File: src/aslbu_pkg.sv
// Purpose: shared constants for the serial unit and its controller
// Assumes: one clock, core_clk at 20 MHz
// Notes: unit register indices sit on a 3-bit internal bus, 8-bit data
package aslbu_pkg;
    // unit registers on the link bus
    localparam logic [2:0] A_MODE = 3'h0; // operation_mode_reg
    localparam logic [2:0] A_CKSEL = 3'h1; // clock_select_reg
    localparam logic [2:0] A_BAUD = 3'h2; // baud_divisor_reg
    localparam logic [2:0] A_LCTL = 3'h3; // line_control_reg
    localparam logic [2:0] A_TXB = 3'h4; // tx_buffer_reg
    localparam logic [2:0] A_TXST = 3'h5; // tx_status_reg
    localparam logic [2:0] A_ERRST = 3'h6; // rx_error_status_reg
    // bit positions
    localparam int MODE_PWR = 7; // unit_power_bit
    localparam int MODE_TXE = 6; // tx_enable_bit
    localparam int MODE_RXE = 5; // rx_enable_bit
    localparam int LCTL_BRF = 7; // break_rx_flag
    localparam int LCTL_BRT = 6; // break_rx_trigger
    localparam int LCTL_BTT = 5; // break_tx_trigger
    localparam int TXST_BF = 1; // tx_buffer_full_flag
    localparam int TXST_SF = 0; // tx_shift_busy_flag
    localparam int ERR_BRK = 0; // sync break too short
    // reset values and codes
    localparam logic [7:0] BAUD_RST = 8'h10;
    localparam logic [3:0] PS_RST = 4'h0;
    localparam logic [3:0] PS_OSC = 4'hf; // prescale code naming the internal oscillator
    // break timing in bit times
    localparam logic [3:0] BRK_TX_BITS = 4'hd; // 13 low bits
    localparam logic [3:0] BRK_RX_MIN = 4'hb; // 11 low bits or more
    localparam logic [3:0] FRAME_BITS = 4'ha; // start, 8 data, stop
    localparam logic [15:0] BRK_TX_PAT = 16'he000; // 13 zeros then stop
    // controller apb offsets
    localparam logic [7:0] R_CMD = 8'h00;
    localparam logic [7:0] R_STAT = 8'h04;
    localparam logic [7:0] R_IRQ_ST = 8'h08;
    localparam logic [7:0] R_IRQ_CLR = 8'h0c;
    localparam logic [7:0] R_IRQ_EN = 8'h10;
    // controller commands
    localparam logic [3:0] C_START = 4'h1;
    localparam logic [3:0] C_STOP = 4'h2;
    localparam logic [3:0] C_SETPS = 4'h3;
    localparam logic [3:0] C_SETBAUD = 4'h4;
    localparam logic [3:0] C_SEND = 4'h5;
    localparam logic [3:0] C_BRKTX = 4'h6;
    localparam logic [3:0] C_BRKRX = 4'h7;
    localparam logic [3:0] C_RDERR = 4'h8;
    localparam logic [3:0] C_TXINIT = 4'h9;
    // interrupt status bits
    localparam int I_DONE = 0;
    localparam int I_REF = 1;
    localparam int I_TXC = 2;
    localparam int I_BRK = 3;
    localparam int I_BERR = 4;
    localparam int I_N = 5;
    // sequencer step kinds
    localparam logic [1:0] K_NONE = 2'h0;
    localparam logic [1:0] K_WR = 2'h1;
    localparam logic [1:0] K_RD = 2'h2;
    localparam logic [1:0] K_POLL = 2'h3;
endpackage

File: src/aslbu_link_if.sv
// Purpose: register bus and event lines between unit and controller
// Assumes: both ends on core_clk
// Notes: req is held until ack, ack is a one-cycle pulse
`timescale 1ns/1ps
interface aslbu_link_if (
    input wire logic core_clk,
    input wire logic sys_rst
);
    logic req; // access request, level
    logic we; // write when high
    logic [2:0] addr; // register index
    logic [7:0] wdata; // write data
    logic [7:0] rdata; // read data, valid with ack
    logic ack; // access done, pulse
    logic tx_done; // frame or break sent, pulse
    logic brk_done; // break received, pulse
    logic brk_err; // break too short, pulse
    modport dev (input core_clk, sys_rst, req, we, addr, wdata,
                 output rdata, ack, tx_done, brk_done, brk_err);
    modport ctl (input core_clk, sys_rst, rdata, ack, tx_done, brk_done, brk_err,
                 output req, we, addr, wdata);
endinterface

File: src/aslbu_ctl.sv
// Purpose: apb controller that programs the serial unit in safe order
// Assumes: apb master on core_clk, unit joined through aslbu_link_if
// Notes: one command at a time; a command while busy is refused
`timescale 1ns/1ps
// Notes on behaviour
// error status read answers one cycle late
// no error read with fast clock stopped
// next byte only when buffer-full reads 0
// transmit init only after shift-busy reads 0
// count clock divides the running clock
// internal oscillator never chosen as base
// prescaler changed only with power off
// divisor changed only with enables off
// bit rate is divisor counter halved
// line control refresh accepted while running
// refresh with trigger set restarts reception
// break error holds flag; re-arm reception
// break receive armed only with power, receive
// receive trigger reads 0, self-clears
// break send only with power, transmit
// send trigger reads 0, clears at end
// power on first, off last
// power off holds unit in reset; here settings, buffer and prescale counter are kept
module aslbu_ctl (
    input wire logic core_clk,
    input wire logic sys_rst,
    input wire logic psel,
    input wire logic penable,
    input wire logic pwrite,
    input wire logic [7:0] paddr,
    input wire logic [31:0] pwdata,
    output logic [31:0] prdata,
    output logic pready,
    output logic pslverr,
    output logic irq,
    input wire logic hs_clk_stopped,
    aslbu_link_if.ctl link
);
    typedef enum logic [1:0] {S_IDLE, S_ISSUE, S_WAIT} aslbu_st_t;

    typedef struct packed {
        aslbu_st_t st;
        logic req;
        logic we;
        logic [2:0] addr;
        logic [7:0] wdata;
        logic [1:0][1:0] okind; // up to two steps per command
        logic [1:0][2:0] oaddr;
        logic [1:0][7:0] odata; // write data, or poll mask
        logic step;
        logic [7:0] mode; // copy of what was written to the unit
        logic [7:0] rdval; // last value read
        logic [3:0] lcode;
        logic [7:0] larg;
        logic [4:0] ist; // sticky events
        logic [4:0] ien;
        logic rearm; // re-arm owed after a break error
        logic [31:0] prdata;
        logic pready;
        logic pslverr;
        logic irq;
    } aslbu_ctl_t;

    aslbu_ctl_t r, n;
    logic go; // start a command this cycle
    logic [3:0] code;
    logic [7:0] arg;
    logic [4:0] ev;
    logic [4:0] clr;
    logic mapped;
    logic pw, te, re;

    // next state of the controller
    always_comb begin
        n = r;
        go = 1'b0;
        code = 4'h0;
        arg = 8'h0;
        ev = 5'h0;
        clr = 5'h0;
        n.pready = 1'b0;
        n.pslverr = 1'b0;
        pw = r.mode[aslbu_pkg::MODE_PWR];
        te = r.mode[aslbu_pkg::MODE_TXE];
        re = r.mode[aslbu_pkg::MODE_RXE];
        mapped = paddr == aslbu_pkg::R_CMD || paddr == aslbu_pkg::R_STAT
            || paddr == aslbu_pkg::R_IRQ_ST || paddr == aslbu_pkg::R_IRQ_CLR
            || paddr == aslbu_pkg::R_IRQ_EN;
        // apb: answer in the cycle after the access phase opens
        if (psel && penable && !r.pready) begin
            n.pready = 1'b1;
            n.pslverr = !mapped;
            case (paddr)
                aslbu_pkg::R_CMD: n.prdata = {16'h0, r.larg, 4'h0, r.lcode};
                aslbu_pkg::R_STAT: n.prdata = {8'h0, r.rdval, r.mode, 7'h0, r.st != S_IDLE};
                aslbu_pkg::R_IRQ_ST: n.prdata = {27'h0, r.ist};
                aslbu_pkg::R_IRQ_EN: n.prdata = {27'h0, r.ien};
                default: n.prdata = 32'h0;
            endcase
        end
        // writes land on the edge that samples pready high
        if (psel && penable && r.pready && pwrite && !r.pslverr) begin
            case (paddr)
                aslbu_pkg::R_CMD: begin
                    if (r.st != S_IDLE) begin
                        ev[aslbu_pkg::I_REF] = 1'b1;
                    end else begin
                        go = 1'b1;
                        code = pwdata[3:0];
                        arg = pwdata[15:8];
                    end
                end
                aslbu_pkg::R_IRQ_CLR: clr = pwdata[4:0];
                aslbu_pkg::R_IRQ_EN: n.ien = pwdata[4:0];
                default: clr = 5'h0;
            endcase
        end
        // owed re-arm waits for an idle cycle with no command
        if (!go && r.rearm && r.st == S_IDLE) begin
            go = 1'b1;
            code = aslbu_pkg::C_BRKRX;
            n.rearm = 1'b0;
        end
        // a command becomes up to two steps, a poll step repeating its read
        if (go) begin
            n.lcode = code;
            n.larg = arg;
            n.okind = {aslbu_pkg::K_NONE, aslbu_pkg::K_WR};
            n.oaddr = {3'h0, 3'h0};
            n.odata = {8'h0, 8'h0};
            n.step = 1'b0;
            n.st = S_ISSUE;
            case (code)
                aslbu_pkg::C_START: begin
                    // power first, enables in a second write
                    n.okind[1] = aslbu_pkg::K_WR;
                    n.oaddr = {aslbu_pkg::A_MODE, aslbu_pkg::A_MODE};
                    n.odata[0] = 8'h80;
                    n.odata[1] = 8'h80 | (arg & 8'h60);
                end
                aslbu_pkg::C_STOP: begin
                    // enables off, then power off
                    n.okind[1] = aslbu_pkg::K_WR;
                    n.oaddr = {aslbu_pkg::A_MODE, aslbu_pkg::A_MODE};
                    n.odata[0] = r.mode & 8'h80;
                    n.odata[1] = 8'h0;
                end
                aslbu_pkg::C_SETPS: begin
                    // the oscillator code is refused; serial timing is not assured on it
                    if (pw || arg[3:0] == aslbu_pkg::PS_OSC) begin
                        n.st = S_IDLE;
                    end
                    n.oaddr[0] = aslbu_pkg::A_CKSEL;
                    n.odata[0] = {4'h0, arg[3:0]};
                end
                aslbu_pkg::C_SETBAUD: begin
                    if (te || re) begin
                        n.st = S_IDLE;
                    end
                    n.oaddr[0] = aslbu_pkg::A_BAUD;
                    n.odata[0] = arg;
                end
                aslbu_pkg::C_SEND: begin
                    // wait for an empty buffer, else the byte is lost
                    n.okind = {aslbu_pkg::K_WR, aslbu_pkg::K_POLL};
                    n.oaddr = {aslbu_pkg::A_TXB, aslbu_pkg::A_TXST};
                    n.odata = {arg, 8'h02};
                end
                aslbu_pkg::C_BRKTX: begin
                    if (!(pw && te)) begin
                        n.st = S_IDLE;
                    end
                    n.oaddr[0] = aslbu_pkg::A_LCTL;
                    n.odata[0] = 8'h20;
                end
                aslbu_pkg::C_BRKRX: begin
                    if (!(pw && re)) begin
                        n.st = S_IDLE;
                    end
                    n.oaddr[0] = aslbu_pkg::A_LCTL;
                    n.odata[0] = 8'h40;
                end
                aslbu_pkg::C_RDERR: begin
                    if (hs_clk_stopped) begin
                        n.st = S_IDLE;
                    end
                    n.okind[0] = aslbu_pkg::K_RD;
                    n.oaddr[0] = aslbu_pkg::A_ERRST;
                end
                aslbu_pkg::C_TXINIT: begin
                    // shifter must be idle before transmit is reset
                    n.okind = {aslbu_pkg::K_WR, aslbu_pkg::K_POLL};
                    n.oaddr = {aslbu_pkg::A_MODE, aslbu_pkg::A_TXST};
                    n.odata = {r.mode & 8'hbf, 8'h01};
                end
                default: n.st = S_IDLE;
            endcase
            if (n.st == S_IDLE) begin
                ev[aslbu_pkg::I_REF] = 1'b1;
            end
        end
        // sequencer
        case (r.st)
            S_ISSUE: begin
                n.req = 1'b1;
                n.we = r.okind[r.step] == aslbu_pkg::K_WR;
                n.addr = r.oaddr[r.step];
                n.wdata = r.odata[r.step];
                n.st = S_WAIT;
            end
            S_WAIT: begin
                if (link.ack) begin
                    n.req = 1'b0;
                    n.st = S_ISSUE;
                    if (!r.we) begin
                        n.rdval = link.rdata;
                    end
                    if (r.we && r.addr == aslbu_pkg::A_MODE) begin
                        n.mode = r.wdata;
                    end
                    // a poll repeats while its masked bit is still set
                    if (r.okind[r.step] == aslbu_pkg::K_POLL && (link.rdata & r.wdata) != 8'h0) begin
                        n.st = S_ISSUE;
                    end else if (!r.step && r.okind[1] != aslbu_pkg::K_NONE) begin
                        n.step = 1'b1;
                    end else begin
                        n.st = S_IDLE;
                        ev[aslbu_pkg::I_DONE] = 1'b1;
                    end
                end
            end
            default: n.req = 1'b0;
        endcase
        // poll reads carry the mask from the data table on wdata
        if (r.st == S_ISSUE && r.okind[r.step] == aslbu_pkg::K_POLL) begin
            n.wdata = r.odata[r.step];
        end
        // unit events
        ev[aslbu_pkg::I_TXC] = link.tx_done;
        ev[aslbu_pkg::I_BRK] = link.brk_done;
        ev[aslbu_pkg::I_BERR] = link.brk_err;
        if (link.brk_err) begin
            n.rearm = 1'b1;
        end
        // a new event wins over a clear in the same cycle
        n.ist = (r.ist & ~clr) | ev;
        n.irq = |(n.ist & n.ien);
    end

    // one register for all state
    always_ff @(posedge core_clk or posedge sys_rst) begin
        if (sys_rst) begin
            r <= '0;
            r.st <= S_IDLE;
        end else begin
            r <= n;
        end
    end

    assign prdata = r.prdata;
    assign pready = r.pready;
    assign pslverr = r.pslverr;
    assign irq = r.irq;
    assign link.req = r.req;
    assign link.we = r.we;
    assign link.addr = r.addr;
    assign link.wdata = r.wdata;
endmodule

File: src/flat_wrapper.sv
// flat-port wrapper written by rule: the top's interface ports become plain ports
module aslbu_ctl_flat 
  (core_clk, sys_rst, psel, penable, pwrite, paddr, pwdata, prdata, pready, pslverr, irq, hs_clk_stopped, link_rdata, link_ack, link_tx_done, link_brk_done, link_brk_err, link_req, link_we, link_addr, link_wdata);
  aslbu_link_if link_i (.core_clk(core_clk), .sys_rst(sys_rst));
  input wire logic core_clk;
  input wire logic sys_rst;
  input wire logic psel;
  input wire logic penable;
  input wire logic pwrite;
  input wire logic [7:0] paddr;
  input wire logic [31:0] pwdata;
  output logic [31:0] prdata;
  output logic pready;
  output logic pslverr;
  output logic irq;
  input wire logic hs_clk_stopped;
  input wire logic [$bits(link_i.rdata)-1:0] link_rdata;
  input wire logic [$bits(link_i.ack)-1:0] link_ack;
  input wire logic [$bits(link_i.tx_done)-1:0] link_tx_done;
  input wire logic [$bits(link_i.brk_done)-1:0] link_brk_done;
  input wire logic [$bits(link_i.brk_err)-1:0] link_brk_err;
  output wire logic [$bits(link_i.req)-1:0] link_req;
  output wire logic [$bits(link_i.we)-1:0] link_we;
  output wire logic [$bits(link_i.addr)-1:0] link_addr;
  output wire logic [$bits(link_i.wdata)-1:0] link_wdata;
  assign link_i.rdata = link_rdata;
  assign link_i.ack = link_ack;
  assign link_i.tx_done = link_tx_done;
  assign link_i.brk_done = link_brk_done;
  assign link_i.brk_err = link_brk_err;
  assign link_req = link_i.req;
  assign link_we = link_i.we;
  assign link_addr = link_i.addr;
  assign link_wdata = link_i.wdata;
  aslbu_ctl u_core (.core_clk(core_clk), .sys_rst(sys_rst), .psel(psel), .penable(penable), .pwrite(pwrite), .paddr(paddr), .pwdata(pwdata), .prdata(prdata), .pready(pready), .pslverr(pslverr), .irq(irq), .hs_clk_stopped(hs_clk_stopped), .link(link_i));
endmodule
File: config.mk
export PLATFORM = sky130hd
export DESIGN_NAME = aslbu_ctl_flat
export DESIGN_NICKNAME = d
export VERILOG_FILES = /design/src/aslbu_pkg.sv /design/src/aslbu_link_if.sv /design/src/aslbu_ctl.sv /design/src/flat_wrapper.sv
export SDC_FILE = /design/constraint.sdc
export NUM_CORES = 1
export LEC_CHECK = 0
export ABC_AREA = 1
export BUFFER_PORTS_ARGS = -buffer_cell sky130_fd_sc_hd__buf_2
export CORE_ASPECT_RATIO = 0.6
export CORE_MARGIN = 1.5
export CORE_UTILIZATION = 50
export CTS_CLUSTER_SIZE = 10
export DETAILED_ROUTE_END_ITERATION = 12
export PLACE_DENSITY = 0.77
export SLEW_MARGIN = 20
export SYNTH_ARGS = -nofsm -noshare
export SYNTH_HDL_FRONTEND = slang
export SYNTH_SLANG_ARGS = --single-unit
File: constraint.sdc
create_clock -name core_clk -period 2.9 [get_ports core_clk]
set_input_delay 0.29 -clock core_clk [delete_from_list [all_inputs] [get_ports core_clk]]
set_output_delay 0.29 -clock core_clk [all_outputs]
set_load 0.01 [all_outputs]
; ---- Word-level counts from Yosys, hierarchy flattened
; Cells that the tools add are included.
[word_totals]
output_inout_bits = 48
register_bits = 107
inputBits = 58
[classes]
n_bitwise = 6
order_cmp = 1
muxes = 62
n_reduce_logical = 39
eq_ne = 19
[op_table]
columns = op, n
row1 = case mux 24 bit (4 select lines), 1
row2 = two-way mux 8 bit, 9
row3 = case mux 8 bit (8 select lines), 1
row4 = two-way mux 17 bit, 2
row5 = two-way mux 1 bit, 25
row6 = case mux 8 bit (3 select lines), 1
row7 = two-way mux 5 bit, 4
row8 = "== test 4 x 3 -> 1 bit, second input constant", 4
row9 = "== test 8 x 4 -> 1 bit, second input constant", 2
row10 = two-way mux 4 bit, 4
row11 = case mux 3 bit (5 select lines), 1
row12 = logical AND 1 bit, 13
row13 = "== test 4 bit, second input constant", 3
row14 = two-way mux 2 bit, 6
row15 = two-way mux 3 bit, 4
row16 = case mux 2 bit (6 select lines), 1
row17 = AND 5 bit, 2
row18 = AND 8 bit, 1
row19 = "== test 4 x 2 -> 1 bit, second input constant", 2
row20 = "== test 8 x 3 -> 1 bit, second input constant", 1
row21 = "== test 8 x 5 -> 1 bit, second input constant", 1
row22 = logical NOT 8 bit, 1
row23 = case mux 2 bit (2 select lines), 2
row24 = nonzero test 2 bit, 4
row25 = 18 further kinds, 32

; ---- Logic depth before layout (Yosys ltp)
; Gate-level depths: netlist of the first run.
[logic_depth]
ltp_word = 19
ltp_mapped = 15

; ---- Worst setup path after synthesis of the first run
; OpenSTA, ideal clock, no wires.
[synth_timing]
path_kind = register -> register
startpoint = register u_core.r[114] (netlist bit)
endpoint = register u_core.r (netlist bit u_core.irq)
required_ps = 2783
slack_ps = 983
arrival_ps = 1800
stages_incl_launch_ff = 15
n_path_buf = 1
setup_ps = 117
path_cell_list = dfrtp_1 -> inv_1 -> ha_1 -> buf_6 -> inv_4 -> nor3_4 -> nand2_4 -> nand2_4 -> nand3_1 -> nor2_2 -> nand2_1 -> nand3_2 -> o21ai_2 -> nand2_1 -> nand2_1
[synth_rtl]
columns = element, line_no
row1 = from (decl), aslbu_ctl.sv:64  ; aslbu_ctl_t r, n;
row2 = from (signal assigned), aslbu_ctl.sv:256  ; r <= n;

; ---- Worst setup path in the final report of the first run
[layout_timing]
startpoint = register u_core.r[114] (netlist bit)
endpoint = register u_core.r[91] (netlist bit)
[layout_via]
elab_chain_cells = 11
elab_cells_between_ends = 23
cone_classes = 7 x eq/ne / 9 x mux / 7 x reduce/logical
[layout_rtl]
columns = element, line_no
row1 = nonzero test 2 bit, aslbu_ctl.sv:105  ; if (r.st != S_IDLE) begin
row2 = two-way mux 1 bit, aslbu_ctl.sv:105
row3 = two-way mux 1 bit, aslbu_ctl.sv:103  ; case (paddr)
row4 = two-way mux 1 bit, aslbu_ctl.sv:102  ; if (psel && penable && r.pready && pwrite && !r.pslverr) begin
row5 = logical NOT 1 bit, aslbu_ctl.sv:119  ; if (!go && r.rearm && r.st == S_IDLE) begin
row6 = logical AND 1 bit (2 in series), aslbu_ctl.sv:119
row7 = two-way mux 4 bit, aslbu_ctl.sv:119
row8 = == test 4 x 3 -> 1 bit / == test 4 bit (equally long branches), aslbu_ctl.sv:133  ; case (code)
row9 = OR reduction 2 bit (no line), --
row10 = case mux 3 bit (5 select lines), aslbu_ctl.sv:133
; Several ways; a longest one is shown, not always the timed one.
; A chain may end at the register's enable or synchronous reset.

==> reports/results.ini, run 1 <==
[run_status]
status=complete, no violations

[timing]
fmax_ghz=0.4036
setup-tns-final_ns=0
rsz0062_at_grt=false
relSlewSlack=0.5079
clock_skew_ns=0.005845
fin_crit_ns=2.478
finalCritPeriodShare=0.8545
setup_viol=0
drv_slew=0
worst_pin_slew_ns=0.7359
finalHoldViolCount=0

[synth]
ys_top_cells_by_area=dfrtp_1, nand2_1, buf_4
synthArstFlopShare=1.000
ys_warn_count=0
syn_area_um2=5161
yosysSeqAreaShare=0.4945
ys_ff_latch=102
netlist_instances=585
synth-edff-count=0
netlist.area_leader.share=0.4945
synth_flop_cell=dfrtp_1
yosysTopAreaCell=dfrtp_1
yosysUniqueCellTypes=46
avgSynthCellArea_um2=8.823

[clocking]
cts_resized=0
post_cts_buffers=0
cts_max_level=3
cts_tree=yes
numCtsBuffers=9
cts_buffer_depth=2
clock_latency_ns=0.35
cts_hold_buf=0
clock_sinks=102
root_buffer=clkbuf_16
clk_pin_slew_ns=0.07

[global_route]
grtUsageTotal=0.2533
overflow=0
grt_max_degree=103
grt_pass1_wl_um=20990
grt_pass1_vias=4089
antenna_found_initial=0

[pwr]
p_leak_nw=2.929
ir_drop_mv=0.3849
pwr_density_cell_nw_per_um2=800.0

[floorplan]
row_count=28
ios=106
start_util=0.5187
die_h_um=81.70
die_area_um2=10960
die_x_um=134.2
core_um2=9950

[route]
drc=0
dr_total_vias=4304
finalWirelength_um=13080
avgRoutedWirePerCell_um=17.03
viasPerCell=5.604
drt-initial-drc-count=528
drt_pass1_iterations=5
drtAntennaViolNets=0

[placement]
place_inst=752
globalplace.congestion=0.9319
port_buffers=75
hpwlAfterDp_um=9440
placed_area_um2=5396

[critical_path]
start_kind=flop
crit_top_cell=nand2_4
cp.arrival_ns=2.75
slowest_stage=dfrtp_1
crit_path_max_fanout=11
slowest_delay_ns=0.40
crit_family=simple AND/OR/NAND/NOR gates
path_buf_inv=3
cp.required_ns=3.18
path_cells=inv_1, ha_1, inv_4, nor3_4, nand2_4, nand2_4, nand3_4, inv_2, nand2_1, nand3_1, nor2_1, a21oi_1
endpoint_kind=flop
crit_type=flop to flop

[cells_and_area]
antenna_cells=0
fin_area_um2=5725
area_growth_pct=10.93
fin_cells=768
drive_above_1_share=0.2259
nets=689

[job]
cap_violations=0

[min_path]
hold_path_class=input port to asynchronous set/reset pin

[path summary, 6_finish.rpt]
| path | from | slack [ns] | endpoint | cells past startpoint |
|---|---|---|---|---|
| setup / recovery | u_core.r[114]$_DFF_PP0_ | 0.42 | u_core.r[91]$_DFFE_PP0N_ | 12 |
| hold / removal | sys_rst | 0.08 | u_core.prdata[1]$_DFFE_PP0P_ | 3 |
| setup reg to reg | u_core.r[114]$_DFF_PP0_ | 0.42 | u_core.r[91]$_DFFE_PP0N_ | 12 |
| hold reg to reg | u_core.r[35]$_DFFE_PP0P_ | 0.48 | u_core.r[35]$_DFFE_PP0P_ | 2 |
| max in group asynchronous | sys_rst | 2.40 | u_core.r[93]$_DFFE_PP0N_ | 3 |
| min in group core_clk | link_brk_err | 0.14 | u_core.r[35]$_DFFE_PP0P_ | 3 |
[registers in the layout, summed over array words and instances (netlist names)]
signal,count
u_core.link.we,1
u_core.r,64
u_core.link.addr,3
u_core.pready,1
u_core.irq,1
u_core.link.req,1
u_core.prdata,21
u_core.link.wdata,8
u_core.pw,1
u_core.pslverr,1
[kinds of logic (layout without fill, tap and decap cells)]
| kind of cell | count (synthesis) | after routing | share of synthesized area |
|---|---|---|---|
| compound gates | 126 | 126 | 0.1535 |
| buf+inv | 150 | 188 | 0.1464 |
| fa+ha+maj | 3 | 3 | 0.007274 |
| simple gates | 203 | 203 | 0.1976 |
| other cells | 1 | 11 | 0.0007266 |
| flops | 102 | 102 | 0.4945 |
[cells in the mapped netlist, drive strengths merged (2+ instances only)]
library cell	n
a21oi	15
a221oi	4
a22o	2
buf	51
clkbuf	9
clkinv	2
dfrtp	102
ha	3
inv	88
nand2	125
nand3	19
nand3b	3
nand4	11
nor2	41
nor3	2
o2111ai	2
o211ai	3
o21ai	66
o21bai	3
o221ai	16
o22ai	12
[report_power, final]
group,total (W),internal [W],switching (W)
Clock,0.00133,0.000774,0.000558
Combinational,0.00143,0.000450,0.000978
Sequential,0.00182,0.00167,0.000150
Total,0.00458,0.00289,0.00169
[placed cells by master, fill, tap and decap left out, types with 3 or more instances in the layout]
master / synthesis / final
inv_1: 84 / 83
clkbuf_16: 0 / 9
nand4_1: 11 / 11
nor2_2: 6 / 6
nor2_4: 5 / 5
nand2_4: 3 / 3
o22ai_1: 11 / 11
a21oi_1: 14 / 14
buf_2: 5 / 75
o21ai_0: 64 / 64
conb_1: 1 / 11
o221ai_1: 16 / 16
dfrtp_1: 102 / 102
nand3_2: 4 / 4
inv_2: 3 / 3
nand3_1: 13 / 13
nand2_2: 11 / 11
a221oi_1: 4 / 4
ha_1: 3 / 3
nor2_1: 29 / 29
buf_4: 43 / 6
nand2_1: 111 / 111
[metrics by stage]
stage / hold WS (ns) / total power (W) / setup slack, ns / utilization
after floorplan: 0.4000 / 0.002867 / 0.9826 / -
after global placement: 0.4591 / 0.003178 / 0.6584 / 0.5424
after detailed placement: 0.4616 / 0.003232 / 0.5156 / 0.5424
after CTS: 0.1159 / 0.004573 / 0.4989 / 0.5755
after global routing: 0.1426 / 0.004848 / 0.2820 / 0.5755
final: 0.07610 / 0.004580 / 0.4220 / 0.5755
[metal layers]
metal / part of all wire / vias up / GRT usage
li1: - / 1948 / -
met1: 0.46 / 2100 / 0.3738
met2: 0.43 / 234 / 0.3718
met3: 0.10 / 22 / 0.06296
met4: 0.016 / 0 / 0.06989
met5: 0 / - / 0
[tightest hold or removal path, stage by stage]
cell        delay [ns]
buf_2             0.11
clkinvlp_4        0.07
buf_12            0.40
[area by class of cell]
type                       count  area, um2
clock inverter                 6      100.1
clock buffer                  10      229.0
inverter                      90      344.1
timing repair buffer          82      440.4
sequential                   102       2552
tap                          135      168.9
fill                         879       4224
multi-input combinational    343       1891
Power figures use the tool's default switching activity.
==> inputs of run 2 (changes only) <==
CORE_UTILIZATION = 55   (was 50)
CTS_CLUSTER_SIZE = unset   (was 10)
PLACE_DENSITY = 0.8   (was 0.77)
clock period = 2.8 ns   (was 2.9 ns; I/O delays follow)
==> run 2 against run 1 <==
Count of clock-buffer cells in the layout up 1; routed wire length down 6.7%; register-to-register slack worse by 0.02 ns; flip-flop and latch count unchanged; clock skew up 0.0033 ns; die area down 8.8%; sequential power up 3%; clock power down 14%; cell count down 0.91%; global-route usage up 0.75 points; fmax up 3.4%; sequential share of layout area up 0.61 points; critical endpoint unchanged; highest routed layer unchanged.
==> reports/results.ini, run 2 (synthesis gave the netlist of run 1 again) <==
[run_status]
status=complete, no violations

[clocking]
numCtsBuffers=9  ; unchanged
post_cts_buffers=0  ; unchanged
root_buffer=clkbuf_16
cts_max_level=3  ; unchanged
clock_sinks=102  ; unchanged
cts_tree=yes
clk_pin_slew_ns=0.07  ; about the same
cts_resized=0  ; unchanged
clock_latency_ns=0.35  ; about the same
cts_hold_buf=0  ; unchanged
cts_buffer_depth=2  ; unchanged

[floorplan]
start_util=0.5638  ; +0.04502
die_x_um=128.1  ; -4.6%
ios=106  ; unchanged
die_area_um2=9993  ; -8.8%
die_h_um=78.04  ; -4.5%
row_count=27  ; -3.6%
core_um2=9155  ; -8.0%

[cells_and_area]
area_growth_pct=9.430
mostFrequentLayoutCells=nand2_1, dfrtp_1, inv_1
largest_reg_flops=64  ; unchanged
final_common_cell=nand2_1
drive_above_1_share=0.2219  ; -0.004038
nets=688  ; -0.15%
top_register=u_core.r
antenna_cells=0  ; unchanged

[timing]
finalHoldViolCount=0  ; unchanged
finalCritPeriodShare=0.8555  ; +0.001016
rsz0062_at_grt=false
whs_ns=0.09768  ; +0.02158 ns
drv_slew=0  ; unchanged
relSlewSlack=0.4243  ; -0.08362
setup_ws_ns=0.4046  ; -0.01740 ns
fin_crit_ns=2.395  ; -0.08260 ns
clock_skew_ns=0.009103  ; +0.003258 ns
worst_pin_slew_ns=0.8617  ; +0.1258 ns
setup_viol=0  ; unchanged
setup-tns-final_ns=0  ; unchanged
fmax_ghz=0.4175  ; +3.4%

[placement]
hpwlAfterDp_um=9097  ; -3.6%
pre_cts_ws_ns=0.4940  ; -0.02164 ns
globalplace.congestion=0.9799  ; +5.2%
port_buffers=75  ; unchanged

[min_path]
hold_path_class=input port to asynchronous set/reset pin

[route]
viasPerCell=5.484  ; -2.2%
drtAntennaViolNets=0  ; unchanged
finalWirelength_um=12200  ; -6.7%
met3_length_um=1348  ; +0.15%
drc=0  ; unchanged
drt-met1-wl_um=5735  ; -3.8%
highest_layer=met4
dr_total_vias=4173  ; -3.0%
drt-initial-drc-count=539  ; +2.1%
avgRoutedWirePerCell_um=16.03  ; -5.9%
drt_pass1_iterations=5  ; unchanged
wl_met2_um=4999  ; -10%

[critical_path]
r2r_start=u_core.r[114]$_DFF_PP0_
r2r_slack_ns=0.40  ; -0.02 ns
endpoint_kind=flop
startpoint=u_core.r[114]$_DFF_PP0_
start_kind=flop
slowest_delay_ns=0.39  ; about the same
cp.required_ns=3.07  ; -0.11 ns
slowest_stage=dfrtp_1
crit_top_cell=nand2_4
crit_path_max_fanout=11  ; unchanged
path_cells=inv_1, ha_1, inv_4, nor3_4, nand2_4, nand2_4, nand3_4, inv_2, nand2_1, nand3_1, nor2_1, a21oi_1
cp.arrival_ns=2.67  ; -0.08 ns
crit_type=flop to flop

[job]
cap_violations=0  ; unchanged

[global_route]
antenna_found_initial=0  ; unchanged
grt_pass1_wl_um=19680  ; -6.2%
grt_max_degree=66  ; -36%
grt_pass1_vias=3854  ; -5.7%
grtUsageTotal=0.2608  ; +0.007523
overflow=0  ; unchanged

[pwr]
pwr_density_cell_nw_per_um2=793.5  ; -0.81%
p_leak_nw=2.885  ; -1.5%
power.total_w=0.004481  ; -2.2%
ir_drop_mv=0.5249  ; +36%

## run 2: cell types whose count changed in the layout (fill, tap and decap cells not counted)
cell and delta:
bufinv_16 -2, clkinvlp_4 +2, inv_8 -2, buf_4 -1
clkbuf_1 +1
## run 2: path summary, 6_finish.rpt
check / to / cells after the start
max: u_core.r[91]$_DFFE_PP0N_ / 12
min: u_core.r[52]$_DFFE_PP0N_ / 2
max reg2reg: u_core.r[91]$_DFFE_PP0N_ / 12
min reg2reg: u_core.prdata[18]$_DFFE_PP0P_ / 2
max in group asynchronous: u_core.r[43]$_DFF_PP0_ / 3
min in group core_clk: u_core.r[35]$_DFFE_PP0P_ / 3
## run 2: layout make-up
type | instances | area, um2
well taps | 130 | 162.7
repair buffers | 81 | 432.9
fillers | 806 | 3507
inverters | 90 | 344.1
multi-input cells | 343 | 1891
flip-flops and latches | 102 | 2552
clock buffers | 11 | 232.7
clock inverters | 4 | 32.53
## run 2: worst max-delay path: cells and delay by family (launching register included)
| family | cells | cell delay, ns |
|---|---|---|
| simple gates | 7 | 1.33 |
| flops | 1 | 0.39 |
| fa+ha+maj | 1 | 0.22 |
| buf+inv | 3 | 0.26 |
| compound gates | 1 | 0.11 |
## run 2: routing by layer
| metal | track usage | vias to the layer above |
|---|---|---|
| met5 | 0 | - |
| met4 | 0.06292 | 0 |
| met3 | 0.08316 | 13 |
| met2 | 0.3575 | 221 |
| met1 | 0.3990 | 2000 |
| li1 | - | 1939 |
## run 2: report_power, final
group / leakage [nW] / total (W) / switching [W] / internal, W
clock network: 0.122 / 0.00115 / 0.000546 / 0.000603
logic: 1.43 / 0.00145 / 0.000991 / 0.000461
registers: 1.34 / 0.00188 / 0.000151 / 0.00173
total: 2.89 / 0.00448 / 0.00169 / 0.00279
## run 2: per-stage QoR
stage | cell area (um2) | utilization | cells
after floorplan | 5202 | - | 595
after global placement | 5383 | 0.5879 | 746
final | 5648 | 0.6169 | 761
after detailed placement | 5383 | 0.5879 | 746
after CTS | 5648 | 0.6169 | 761
after global routing | 5648 | 0.6169 | 761
==> inputs of run 3 (changes only) <==
CORE_ASPECT_RATIO = unset   (was 0.6)
CORE_UTILIZATION = 57   (was 55)
CTS_BUF_LIST = sky130_fd_sc_hd__clkbuf_2 sky130_fd_sc_hd__clkbuf_4 sky130_fd_sc_hd__clkbuf_8   (was unset)
PLACE_DENSITY = 0.83   (was 0.8)
==> run 3 against run 2 <==
Worst setup slack worse by 0.13 ns; sequential share of layout area up 0.55 points; cell count down 2.6%.
==> reports/results.ini, run 3 (synthesis gave the netlist of run 1 again) <==
[run_status]
status=complete, no violations

[cells_and_area]
fillers=735  ; -8.8%
mostFrequentLayoutCells=nand2_1, dfrtp_1, inv_1
area_growth_pct=8.121
top_register=u_core.r
drive_above_1_share=0.2259  ; +0.004038
antenna_cells=0  ; unchanged
ff_latch_area_um2=2552  ; unchanged
largest_reg_flops=64  ; unchanged
final_core_util=0.6368  ; +0.01986
nets=689  ; +0.15%
multi_input_area_um2=1891  ; unchanged
fin_area_um2=5580  ; -1.2%
final_common_cell=nand2_1

[clocking]
numCtsBuffers=9  ; unchanged
cts_max_level=3  ; unchanged
clock_latency_ns=0.38  ; +0.03 ns
cts_buffer_depth=2  ; unchanged
clock_sinks=102  ; unchanged
clk_pin_slew_ns=0.10  ; +0.03 ns
post_cts_buffers=0  ; unchanged
cts_tree=yes
root_buffer=clkbuf_8

[floorplan]
ios=106  ; unchanged
die_h_um=98.16  ; +26%
start_util=0.5889  ; +0.02519
die_area_um2=9634  ; -3.6%
core_um2=8763  ; -4.3%
row_count=34  ; +26%
die_x_um=98.16  ; -23%

[pwr]
p_sw_w=0.001667  ; -1.2%
sw_frac_of_total=0.3891  ; +0.01258
p_leak_nw=2.872  ; -0.45%
pwr_density_cell_nw_per_um2=767.5  ; -3.3%
ir_drop_mv=0.3912  ; -25%
clockPowerShare=0.234  ; -0.022
pwr-share-comb=0.328  ; +0.004
pwr-share-seq=0.438  ; +0.018
internal_power_w=0.002616  ; -6.4%

[critical_path]
r2r_start=u_core.r[114]$_DFF_PP0_
r2r_slack_ns=0.27  ; -0.13 ns
slowest_delay_ns=0.41  ; +0.02 ns
timing.rr.end=u_core.r[91]$_DFFE_PP0N_
path_cells=inv_1, ha_1, inv_4, nor3_4, nand2_4, nand2_4, nand3_4, inv_2, nand2_1, nand3_1, nor2_1, a21oi_1
reg2regPathDepth=12  ; unchanged
cp.arrival_ns=2.83  ; +0.16 ns
crit_path_max_fanout=11  ; unchanged
endpoint_kind=flop
start_kind=flop
startpoint=u_core.r[114]$_DFF_PP0_
crit_top_cell=nand2_4
slowest_stage=dfrtp_1
crit_type=flop to flop
cp.required_ns=3.10  ; +0.03 ns

[timing]
relSlewSlack=0.6195  ; +0.1952
rsz0062_at_grt=false
setup_viol=0  ; unchanged
drv_slew=0  ; unchanged
setup-tns-final_ns=0  ; unchanged
fmax_ghz=0.3959  ; -5.2%
whs_ns=0.1068  ; +0.009167 ns
clock_skew_ns=0.01641  ; +0.007308 ns
finalCritPeriodShare=0.9021  ; +0.04660
fin_crit_ns=2.526  ; +0.1305 ns
worst_pin_slew_ns=0.5691  ; -0.2927 ns
finalHoldViolCount=0  ; unchanged

[placement]
globalplace.congestion=0.9525  ; -2.8%
port_buffers=75  ; unchanged
placed_area_um2=5355  ; -0.51%
hpwlAfterDp_um=8737  ; -4.0%

[min_path]
hold_depth=3
min_from=link_brk_err
hold_path_class=input port to flop
holdPathEnd=u_core.r[35]$_DFFE_PP0P_

[job]
cap_violations=0  ; unchanged

[global_route]
grt_max_degree=58  ; -12%
grt_pass1_wl_um=19920  ; +1.2%
grtUsageTotal=0.2605  ; -0.0003016
antenna_found_initial=0  ; unchanged
overflow=0  ; unchanged
grt_pass1_vias=4118  ; +6.9%

[route]
finalWirelength_um=11790  ; -3.3%
drc=0  ; unchanged
viasPerCell=5.713  ; +4.2%
avgRoutedWirePerCell_um=15.91  ; -0.74%
dr_total_vias=4233  ; +1.4%
drt-initial-drc-count=354  ; -34%
drtAntennaViolNets=0  ; unchanged
drt_pass1_iterations=4  ; -1

run 3: cell types whose count changed in the layout (fill, tap and decap cells not counted):
cell           before  now
bufinv_16           0    1
dlygate4sd3_1       0    1
clkbuf_16           9    0
clkbuf_1            2    0
clkbuf_8            0    9
inv_8               0    1
clkinv_8            0    1
inv_6               1    2
clkinvlp_4          3    2
run 3: worst max-delay path by stage:
stage,end,slack [ns],depth (start not counted)
after floorplan,u_core.irq$_DFF_PP0_,0.88,14
after global placement,u_core.r[91]$_DFFE_PP0N_,0.43,12
after detailed placement,u_core.r[91]$_DFFE_PP0N_,0.38,12
after CTS,u_core.r[91]$_DFFE_PP0N_,0.32,12
after global routing,u_core.r[91]$_DFFE_PP0N_,0.12,12
final,u_core.r[91]$_DFFE_PP0N_,0.27,12
run 3: area by class of cell:
type,count,area share
Clock inverter,7,0.01637
Tap cell,108,0.02422
Sequential cell,102,0.4574
Timing Repair Buffer,82,0.07937
Inverter,90,0.06166
Clock buffer,9,0.02220
Multi-Input combinational cell,343,0.3388
run 3: worst max-delay path, delay by kind of cell (launching register included):
family,cells,cell delay (ns)
AO/OA/AOI/OAI,1,0.11
buffers and inverters,3,0.27
adder cells (fa/ha/maj),1,0.39
flip-flops,1,0.41
AND/OR/NAND/NOR,7,1.27
run 3: stage by stage:
step                setup WS, ns  total power (W)  std cells
global route              0.1204         0.004540        741
finish                    0.2742         0.004283        741
CTS                       0.3210         0.004279        741
global placement          0.4288         0.003235        724
floorplan                 0.8826         0.002970        595
detailed placement        0.3790         0.003286        724
run 3: layer usage:
metal | vias up | routed length [um] | global-route usage
met5 | - | 0 | 0
met4 | 0 | 357 | 0.1018
met3 | 34 | 789 | 0.05011
met2 | 187 | 5642 | 0.4207
met1 | 2068 | 5001 | 0.3508
li1 | 1944 | - | -
run 3: power by group through the flow:
stage | registers (W) | logic (W) | clock network [W]
6_report | 0.00188 | 0.00140 | 0.00100
5_1_grt | 0.00190 | 0.00157 | 0.00107
4_1_cts | 0.00187 | 0.00140 | 0.00101
3_5_place_dp | 0.00190 | 0.00139 | 0
3_3_place_gp | 0.00189 | 0.00134 | 0
2_1_floorplan | 0.00187 | 0.00110 | 0
run 3: repair_timing:
action | 4_1_cts | 5_1_grt
hold buffers | 1 | 0
endpoints found under the hold margin | 22 | 0
gates resized for setup | 0 | 0
